--- src/fine_timing_pkg.sv ---
/*
 * Constants and types for the fine-edge timing generator: register
 * addresses, reset values, field widths and the serial frame format.
 * Assumes nothing of its surroundings; imported whole by the design modules.
 */
package fine_timing_pkg;

	localparam int EDGE_W      = 6;
	localparam int POS_COUNT   = 48;
	localparam int QUAD_SPAN   = 12;
	localparam int DRV_W       = 3;
	localparam int DATA_W      = 12;
	localparam int ADDR_W      = 8;
	localparam int REG_W       = 8;
	localparam int FRAME_BITS  = ADDR_W + REG_W;
	localparam int CLK_MHZ     = 125;
	localparam int NUM_CH      = 3;

	localparam logic [5:0] POS_LAST = 6'h2f;

	// Register addresses on the serial port.
	localparam logic [7:0] ADDR_HA_POL   = 8'he5;
	localparam logic [7:0] ADDR_HA_RISE  = 8'he6;
	localparam logic [7:0] ADDR_HA_FALL  = 8'he7;
	localparam logic [7:0] ADDR_HA_DRV   = 8'he8;
	localparam logic [7:0] ADDR_HAI_DRV  = 8'he9;
	localparam logic [7:0] ADDR_HB_DRV   = 8'hea;
	localparam logic [7:0] ADDR_HBI_DRV  = 8'heb;
	localparam logic [7:0] ADDR_RG_POL   = 8'hec;
	localparam logic [7:0] ADDR_RG_RISE  = 8'hed;
	localparam logic [7:0] ADDR_RG_FALL  = 8'hee;
	localparam logic [7:0] ADDR_RG_DRV   = 8'hef;
	localparam logic [7:0] ADDR_REF_POS  = 8'hf0;
	localparam logic [7:0] ADDR_DAT_POS  = 8'hf1;
	localparam logic [7:0] ADDR_HB_POL   = 8'hf2;
	localparam logic [7:0] ADDR_HB_RISE  = 8'hf3;
	localparam logic [7:0] ADDR_HB_FALL  = 8'hf4;
	localparam logic [7:0] ADDR_OUT_PH   = 8'hf5;

	// Values after reset.
	localparam logic       RST_POL       = 1'b0;
	localparam logic [5:0] RST_HA_RISE   = 6'h00;
	localparam logic [5:0] RST_HA_FALL   = 6'h20;
	localparam logic [5:0] RST_HB_RISE   = 6'h00;
	localparam logic [5:0] RST_HB_FALL   = 6'h20;
	localparam logic [5:0] RST_RG_RISE   = 6'h00;
	localparam logic [5:0] RST_RG_FALL   = 6'h10;
	localparam logic [2:0] RST_H_DRV     = 3'h3;
	localparam logic [2:0] RST_RG_DRV    = 3'h2;
	localparam logic [5:0] RST_REF_POS   = 6'h24;
	localparam logic [5:0] RST_DAT_POS   = 6'h00;
	localparam logic [5:0] RST_OUT_PH    = 6'h00;

	// Channel indices of the programmable edge channels.
	localparam int CH_HA = 0;
	localparam int CH_HB = 1;
	localparam int CH_RG = 2;

	typedef struct packed {
		logic       pol;
		logic [5:0] rise;
		logic [5:0] fall;
	} edge_cfg_t;

	typedef struct packed {
		logic       strobe;
		logic [7:0] addr;
		logic [7:0] data;
	} reg_write_t;

	typedef enum logic [2:0] {
		SER_IDLE  = 3'b001,
		SER_SHIFT = 3'b010,
		SER_DONE  = 3'b100
	} ser_state_t;

endpackage

--- src/fine_edge_timing.sv ---
/*
 * Fine-edge timing generator: reset-gate pulse, two horizontal clocks with
 * their inverses, two sample clocks and the output data phase, all placed
 * on 48 positions of the pixel period, configured over the serial port.
 * Assumes core_clk runs at 48 times the pixel rate and all inputs are
 * synchronous to it.
 */
// Functional notes
// - Each pixel period is split into 48 positions; every edge lands on one.
// - Reset-gate pulse has programmable rise and fall and optional inversion.
// - Horizontal clocks A and B have programmable edges and own polarity.
// - Inverse outputs are always the logical inverse of A and B.
// - Edge fields are 6 bits holding 48 positions in four quadrants of 12.
// - Field 0-11, 16-27, 32-43, 48-59 decode to positions 0-47.
// - Each driver has a 3-bit current code; code 0 three-states it.
// - Reference and data sample clocks each sit at one position 0-47.
// - Polarity bit 0 keeps the waveform, 1 inverts it.
// - Output data changes at a programmable position 0-47.
// - Each edge channel has its own 6-bit rising and falling field.
// - Horizontal A falling field resets to 20 hex, rising to zero.
// - Reset-gate falling field resets to 10 hex, rising to zero.
`timescale 1ns/100ps
module fine_edge_timing
	import fine_timing_pkg::*;
(
	// Clock and reset.
	input  wire logic              core_clk,
	input  wire logic              sys_rst,
	// Serial configuration port.
	input  wire logic              ser_clk,
	input  wire logic              ser_data,
	input  wire logic              ser_load_n,
	// Converter data in and phased data out.
	input  wire logic [DATA_W-1:0] adc_data,
	output logic      [DATA_W-1:0] data_out,
	output logic                   data_strobe,
	// Sensor clocks.
	output logic                   horiz_clock_a,
	output logic                   horiz_clock_a_inverse,
	output logic                   horiz_clock_b,
	output logic                   horiz_clock_b_inverse,
	output logic                   reset_gate_pulse,
	output logic                   reference_sample_clock,
	output logic                   data_sample_clock,
	output logic                   pixel_start,
	// Driver current codes and enables (enable low while driving).
	output logic [DRV_W-1:0]       drive_ha,
	output logic [DRV_W-1:0]       drive_ha_inv,
	output logic [DRV_W-1:0]       drive_hb,
	output logic [DRV_W-1:0]       drive_hb_inv,
	output logic [DRV_W-1:0]       drive_rg,
	output logic [4:0]             drive_off
);

	reg_write_t        wr;
	edge_cfg_t         cfg [NUM_CH];
	logic [5:0]        ref_pos;
	logic [5:0]        dat_pos;
	logic [5:0]        output_phase_select;
	logic [5:0]        pos;
	logic [NUM_CH-1:0] wave;
	logic [NUM_CH-1:0] next_wave;
	logic [NUM_CH-1:0] shaped;

	serial_reg_port u_port (
		.core_clk   (core_clk),
		.sys_rst    (sys_rst),
		.ser_clk    (ser_clk),
		.ser_data   (ser_data),
		.ser_load_n (ser_load_n),
		.wr         (wr)
	);

	// Quadrant code to position: upper two bits times 12 plus the low nibble.
	function automatic logic [5:0] decode_edge(input logic [5:0] code);
		logic [5:0] base;
		base = 6'(code[5:4] * QUAD_SPAN);
		return base + {2'b00, code[3:0]};
	endfunction

	// Register write decode.
	wire sel_ha_pol  = wr.strobe && wr.addr == ADDR_HA_POL;
	wire sel_ha_rise = wr.strobe && wr.addr == ADDR_HA_RISE;
	wire sel_ha_fall = wr.strobe && wr.addr == ADDR_HA_FALL;
	wire sel_hb_pol  = wr.strobe && wr.addr == ADDR_HB_POL;
	wire sel_hb_rise = wr.strobe && wr.addr == ADDR_HB_RISE;
	wire sel_hb_fall = wr.strobe && wr.addr == ADDR_HB_FALL;
	wire sel_rg_pol  = wr.strobe && wr.addr == ADDR_RG_POL;
	wire sel_rg_rise = wr.strobe && wr.addr == ADDR_RG_RISE;
	wire sel_rg_fall = wr.strobe && wr.addr == ADDR_RG_FALL;
	wire sel_ha_drv  = wr.strobe && wr.addr == ADDR_HA_DRV;
	wire sel_hai_drv = wr.strobe && wr.addr == ADDR_HAI_DRV;
	wire sel_hb_drv  = wr.strobe && wr.addr == ADDR_HB_DRV;
	wire sel_hbi_drv = wr.strobe && wr.addr == ADDR_HBI_DRV;
	wire sel_rg_drv  = wr.strobe && wr.addr == ADDR_RG_DRV;
	wire sel_ref     = wr.strobe && wr.addr == ADDR_REF_POS;
	wire sel_dat     = wr.strobe && wr.addr == ADDR_DAT_POS;
	wire sel_ph      = wr.strobe && wr.addr == ADDR_OUT_PH;

	// Next drive codes, so the three-state flags change in the same cycle as the codes.
	wire [DRV_W-1:0] next_drive_ha     = sel_ha_drv  ? wr.data[2:0] : drive_ha;
	wire [DRV_W-1:0] next_drive_ha_inv = sel_hai_drv ? wr.data[2:0] : drive_ha_inv;
	wire [DRV_W-1:0] next_drive_hb     = sel_hb_drv  ? wr.data[2:0] : drive_hb;
	wire [DRV_W-1:0] next_drive_hb_inv = sel_hbi_drv ? wr.data[2:0] : drive_hb_inv;
	wire [DRV_W-1:0] next_drive_rg     = sel_rg_drv  ? wr.data[2:0] : drive_rg;

	// Edge channel configuration registers.
	always_ff @(posedge core_clk) begin
		if (sys_rst) begin
			cfg[CH_HA] <= '{pol: RST_POL, rise: RST_HA_RISE, fall: RST_HA_FALL};
			cfg[CH_HB] <= '{pol: RST_POL, rise: RST_HB_RISE, fall: RST_HB_FALL};
			cfg[CH_RG] <= '{pol: RST_POL, rise: RST_RG_RISE, fall: RST_RG_FALL};
		end else begin
			if (sel_ha_pol)  cfg[CH_HA].pol  <= wr.data[0];
			if (sel_ha_rise) cfg[CH_HA].rise <= wr.data[5:0];
			if (sel_ha_fall) cfg[CH_HA].fall <= wr.data[5:0];
			if (sel_hb_pol)  cfg[CH_HB].pol  <= wr.data[0];
			if (sel_hb_rise) cfg[CH_HB].rise <= wr.data[5:0];
			if (sel_hb_fall) cfg[CH_HB].fall <= wr.data[5:0];
			if (sel_rg_pol)  cfg[CH_RG].pol  <= wr.data[0];
			if (sel_rg_rise) cfg[CH_RG].rise <= wr.data[5:0];
			if (sel_rg_fall) cfg[CH_RG].fall <= wr.data[5:0];
		end
	end

	// Drive codes, sample and output-phase positions.
	always_ff @(posedge core_clk) begin
		if (sys_rst) begin
			drive_ha            <= RST_H_DRV;
			drive_ha_inv        <= RST_H_DRV;
			drive_hb            <= RST_H_DRV;
			drive_hb_inv        <= RST_H_DRV;
			drive_rg            <= RST_RG_DRV;
			ref_pos             <= RST_REF_POS;
			dat_pos             <= RST_DAT_POS;
			output_phase_select <= RST_OUT_PH;
		end else begin
			drive_ha     <= next_drive_ha;
			drive_ha_inv <= next_drive_ha_inv;
			drive_hb     <= next_drive_hb;
			drive_hb_inv <= next_drive_hb_inv;
			drive_rg     <= next_drive_rg;
			if (sel_ref)     ref_pos      <= wr.data[5:0];
			if (sel_dat)     dat_pos      <= wr.data[5:0];
			if (sel_ph)      output_phase_select <= wr.data[5:0];
		end
	end

	// Position counter: one core_clk per position, 48 per pixel period.
	always_ff @(posedge core_clk) begin
		if (sys_rst) begin
			pos <= 6'h00;
		end else begin
			pos <= (pos == POS_LAST) ? 6'h00 : pos + 6'h01;
		end
	end

	// Edge channels: set at the rising position, cleared at the falling one.
	for (genvar i = 0; i < NUM_CH; i++) begin : g_edge
		wire hit_rise = pos == decode_edge(cfg[i].rise);
		wire hit_fall = pos == decode_edge(cfg[i].fall);
		assign next_wave[i] = hit_rise ? 1'b1 : (hit_fall ? 1'b0 : wave[i]);
		assign shaped[i]    = next_wave[i] ^ cfg[i].pol;
	end

	// One process holds all channel states so each bit has a single driver.
	always_ff @(posedge core_clk) begin
		if (sys_rst) begin
			wave <= '0;
		end else begin
			wave <= next_wave;
		end
	end

	wire ref_hit   = pos == decode_edge(ref_pos);
	wire dat_hit   = pos == decode_edge(dat_pos);
	wire phase_hit = pos == decode_edge(output_phase_select);
	wire [4:0] next_off = {next_drive_rg == 3'h0, next_drive_hb_inv == 3'h0, next_drive_hb == 3'h0,
		next_drive_ha_inv == 3'h0, next_drive_ha == 3'h0};

	// Registered outputs.
	always_ff @(posedge core_clk) begin
		if (sys_rst) begin
			horiz_clock_a          <= 1'b0;
			horiz_clock_a_inverse  <= 1'b1;
			horiz_clock_b          <= 1'b0;
			horiz_clock_b_inverse  <= 1'b1;
			reset_gate_pulse       <= 1'b0;
			reference_sample_clock <= 1'b0;
			data_sample_clock      <= 1'b0;
			pixel_start            <= 1'b0;
			data_out               <= '0;
			data_strobe            <= 1'b0;
			drive_off              <= 5'h00;
		end else begin
			horiz_clock_a          <= shaped[CH_HA];
			horiz_clock_a_inverse  <= ~shaped[CH_HA];
			horiz_clock_b          <= shaped[CH_HB];
			horiz_clock_b_inverse  <= ~shaped[CH_HB];
			reset_gate_pulse       <= shaped[CH_RG];
			reference_sample_clock <= ref_hit;
			data_sample_clock      <= dat_hit;
			pixel_start            <= pos == 6'h00;
			data_strobe            <= phase_hit;
			if (phase_hit) data_out <= adc_data;
			drive_off              <= next_off;
		end
	end

endmodule

--- src/serial_reg_port.sv ---
/*
 * Three-wire serial write port: a frame is 8 address bits then 8 data bits,
 * least significant bit first, sampled on rising serial clock while the
 * load line is low. Assumes the serial pins are synchronous to core_clk.
 */
`timescale 1ns/100ps
module serial_reg_port
	import fine_timing_pkg::*;
(
	// Clock and reset.
	input  wire logic  core_clk,
	input  wire logic  sys_rst,
	// Serial pins.
	input  wire logic  ser_clk,
	input  wire logic  ser_data,
	input  wire logic  ser_load_n,
	// Decoded write.
	output reg_write_t wr
);

	ser_state_t        state;
	ser_state_t        next_state;
	logic              clk_prev;
	logic [4:0]        bit_cnt;
	logic [15:0]       shift;
	wire               sck_rise = ser_clk & ~clk_prev;
	wire               take_bit = sck_rise & ~ser_load_n;
	wire               last_bit = take_bit && (bit_cnt == 5'(FRAME_BITS - 1));

	always_comb begin
		next_state = state;
		case (state)
			SER_IDLE:  if (!ser_load_n) next_state = SER_SHIFT;
			SER_SHIFT: if (ser_load_n) next_state = SER_IDLE;
				else if (last_bit) next_state = SER_DONE;
			SER_DONE:  if (ser_load_n) next_state = SER_IDLE;
			default:   next_state = SER_IDLE;
		endcase
	end

	always_ff @(posedge core_clk) begin
		if (sys_rst) begin
			state    <= SER_IDLE;
			clk_prev <= 1'b0;
			bit_cnt  <= 5'h00;
			shift    <= 16'h0000;
			wr       <= '0;
		end else begin
			state    <= next_state;
			clk_prev <= ser_clk;
			wr.strobe <= (state == SER_SHIFT) && last_bit;
			wr.addr   <= shift[8:1];
			wr.data   <= {ser_data, shift[15:9]};
			if (state != SER_SHIFT || ser_load_n) begin
				bit_cnt <= 5'h00;
			end else if (take_bit) begin
				bit_cnt <= bit_cnt + 5'h01;
				shift   <= {ser_data, shift[15:1]};
			end
		end
	end

endmodule

--- config.mk ---
export PLATFORM = sky130hd
export DESIGN_NAME = fine_edge_timing
export DESIGN_NICKNAME = d
export VERILOG_FILES = /design/src/fine_timing_pkg.sv /design/src/fine_edge_timing.sv /design/src/serial_reg_port.sv
export SDC_FILE = /design/constraint.sdc
export NUM_CORES = 1
export LEC_CHECK = 0
export BUFFER_PORTS_ARGS = -buffer_cell sky130_fd_sc_hd__buf_2
export CORE_ASPECT_RATIO = 1.2
export CORE_MARGIN = 1.5
export CORE_UTILIZATION = 55
export CTS_CLUSTER_DIAMETER = 200
export CTS_CLUSTER_SIZE = 14
export DETAILED_ROUTE_END_ITERATION = 10
export GPL_TIMING_DRIVEN = 0
export PLACE_DENSITY = 0.76
export SYNTH_ARGS = -nofsm -noshare
export SYNTH_HDL_FRONTEND = slang
export SYNTH_SLANG_ARGS = --single-unit
--- constraint.sdc ---
create_clock -name core_clk -period 5.7 [get_ports core_clk]
set_clock_uncertainty 0.2 [all_clocks]
set_input_delay 0.57 -clock core_clk [delete_from_list [all_inputs] [get_ports core_clk]]
set_output_delay 0.57 -clock core_clk [all_outputs]
set_load 0.005 [all_outputs]
==> results.yml <==
route:
  viasPerCell: 5.521
  drtPass1Iterations: 5
  wl_per_cell_um: 17.03
  vias: 4886
  drt_iter0_drc: 227
  antenna_left: 0
  drc_errors: 0
  drt_wl_total_um: 15070
die:
  die_area_mm2: 0.01328
  die_h_um: 125.9
  die_w_um: 105.5
  ios: 58
  core_area_mm2: 0.01217
  row_count: 44
  start_util: 0.5694
critical_path:
  crit_chain: "inv_1, ha_1, inv_1, fa_1, xor2_1, nor4_1, o211ai_1, a32oi_2, mux2_1"
  worst_path_largest_cell_delay_ns: 0.44
  worstPathMaxFanout: 3
  crit_type: "flip-flop to flip-flop"
  critPathLaunchType: "flip-flop"
  arrival_ns: 3.12
  crit_path_end_kind: "flip-flop"
  timing.critical_path.mode_cell: "inv_1"
  cp.required_ns: 5.79
  cpMaxStageDelayCell: "fa_1"
synthesis:
  yosysUniqueCellTypes: 52
  synth-seq-cells: 146
  synth-edff-count: 39
  synth_cells: 637
  synth_top_area_cell: "dfxtp_1"
  syn-cell-area_mm2: 0.006928
  ys.flop_type: "dfxtp_1"
  yosysTopAreaCellShare: 0.3092
  synth-seq-area-share: 0.4782
  syn-mean-instance-area_um2: 10.88
  synth_warnings: 0
  synth_area_leaders: "dfxtp_1, edfxtp_1, ha_1"
  synthArstFlopShare: 0
  syn-num-nets: 703
clock_network:
  clock_path_buffers: 2
  ctsHtreeMaxLevel: 4
  cts_resized: 0
  clock_sinks: 146
  cts_setup_buffers: 0
  clk_pin_slew_ns: 0.06
  numCtsBuffers: 17
  tritoncts: "yes"
  clock_latency_ns: 0.41
  clock-root-buffer: "clkbuf_16"
  hold_buffers: 0
global_route:
  first_global_vias: 4928
  antenna_found_initial: 0
  grt-ovfl-total: 0
  use_met1: 0.2795
  grt_util_met3: 0.05176
  grt_max_degree: 17
  grt_pass1_wl_um: 24520
  gr-usage-met2: 0.4164
  grt_use_total: 0.2375
  top_usage_layer: "met2"
placed_design:
  placedInstanceArea_mm2: 0.007410
  place.gp.congestion: 0.8267
  port_buffers: 56
  dp_hpwl_um: 10860
cells_and_area:
  drive_gt1_frac: 0.1754
  nNetsFinal: 778
  final_util: 0.6546
  area_growth_pct: 14.95
  fin_area_mm2: 0.007964
  n_antenna_cell: 0
sta:
  hold_viol: 0
  rsz0062_at_grt: "no"
  slew_viol_final: 0
  setup_tns_ns: 0
  slew_headroom: 0.4421
  setup_violations: 0
  worst_pin_slew_ns: 0.8281
  max_freq_mhz: 330.6
  period_share: 0.5306
  fin_crit_ns: 3.025
flow_run:
  drv_cap: 0
pwr:
  power_leakage_nw: 3.368
  p_per_area_mw_per_mm2: 295.1
  ir_drop_mv: 0.1880
min_path:
  hold_class: "primary input to flip-flop"
run_status:
  status: "completed"
-- routing by layer --
layer	wire length, um	vias up
met4	454	0
met3	747	39
met2	7681	143
met5	0	-
met1	6184	2359
li1	-	2345
-- per-stage QoR --
step,power [mW],std cells,hold WS [ns],setup WS (ns)
5_1_grt,2.420,885,0.1759,2.588
3_3_place_gp,1.326,854,0.2440,2.784
2_1_floorplan,1.278,637,0.2366,3.101
3_5_place_dp,1.335,854,0.2626,2.706
4_1_cts,2.357,885,0.1633,2.694
6_report,2.350,885,0.1726,2.675
-- sequential cells by signal (all words and copies together) (netlist names), 5 cells and up --
signal	count
cfg	39
dat_pos	6
data_out	12
drive_off	5
output_phase_select	6
pos	6
ref_pos	6
u_port.bit_cnt	5
u_port.shift	15
u_port.wr	15
-- path summary, 6_finish.rpt --
| path | endpoint | depth (start not counted) | from | slack, ns |
|---|---|---|---|---|
| max | horiz_clock_a | 9 | cfg[0][4] | 2.68 |
| max reg2reg | horiz_clock_a | 9 | cfg[0][4] | 2.68 |
| min reg2reg | u_port.shift[15] | 2 | u_port.shift[15] | 0.27 |
| min | u_port.state[2] | 2 | ser_load_n | 0.17 |
-- synth_stat cells, drive strengths merged, types with 10 or more instances --
| master | number |
|---|---|
| dfxtp | 107 |
| nor2 | 54 |
| xor2 | 41 |
| ha | 40 |
| edfxtp | 39 |
| nand2 | 35 |
| xnor2 | 35 |
| a21oi | 29 |
| mux2i | 28 |
| nor2b | 27 |
| inv | 26 |
| nand3 | 22 |
| buf | 18 |
| and2 | 16 |
| nor4 | 14 |
| o22a | 13 |
| clkbuf | 10 |
-- power by group --
group / leakage [nW] / total, mW / switching, mW / internal, mW
combinational: 1.86 / 0.198 / 0.109 / 0.0897
sequential: 1.24 / 1.11 / 0.0190 / 1.10
clock: 0.271 / 1.04 / 0.409 / 0.628
-- layout by cell type (no fill, tap or decap), drive strengths merged, types with 2 or more instances in the layout --
cell type,count
a211o,7
a211oi,2
a21o,7
a21oi,29
a32oi,3
and2,16
and3,8
buf,74
clkbuf,31
clkinv,6
clkinvlp,3
dfxtp,107
edfxtp,39
fa,9
ha,40
inv,27
mux2,3
mux2i,28
nand2,35
nand2b,4
nand3,22
nand4,5
nor2,54
nor2b,27
nor3,9
nor3b,4
nor4,14
o211ai,6
o21ai,8
o22a,13
xnor2,35
xor2,41
-- final cells by class --
| cell class | instances | area, um2 |
|---|---|---|
| plain buffers | 28 | 163.9 |
| clock buffers | 21 | 470.5 |
| clock inverters | 10 | 83.83 |
| fillers | 937 | 4203 |
| inverters | 27 | 101.3 |
| multi-input cells | 436 | 3349 |
| flip-flops and latches | 146 | 3313 |
| well taps | 161 | 201.4 |
| repair buffers | 56 | 280.3 |
-- logic make-up after synthesis --
kind of cell / share of synthesized area
adders and majority gates: 0.09825
and+or+nand+nor: 0.1644
xor gates and xnor gates: 0.09825
DFF: 0.4782
AOI/OAI and AO/OA: 0.07730
muxes: 0.04533
buffers and inverters: 0.03829
-- critical path: cells and delay by family (launching register included) --
kind,cells,cell delay [ns]
multiplexers,1,0.37
adder cells (fa/ha/maj),2,0.67
AND/OR/NAND/NOR,1,0.37
XOR/XNOR,1,0.18
AO/OA/AOI/OAI,2,0.50
buffers and inverters,2,0.20
flip-flops,1,0.42
(Power assumes the default switching activity.)
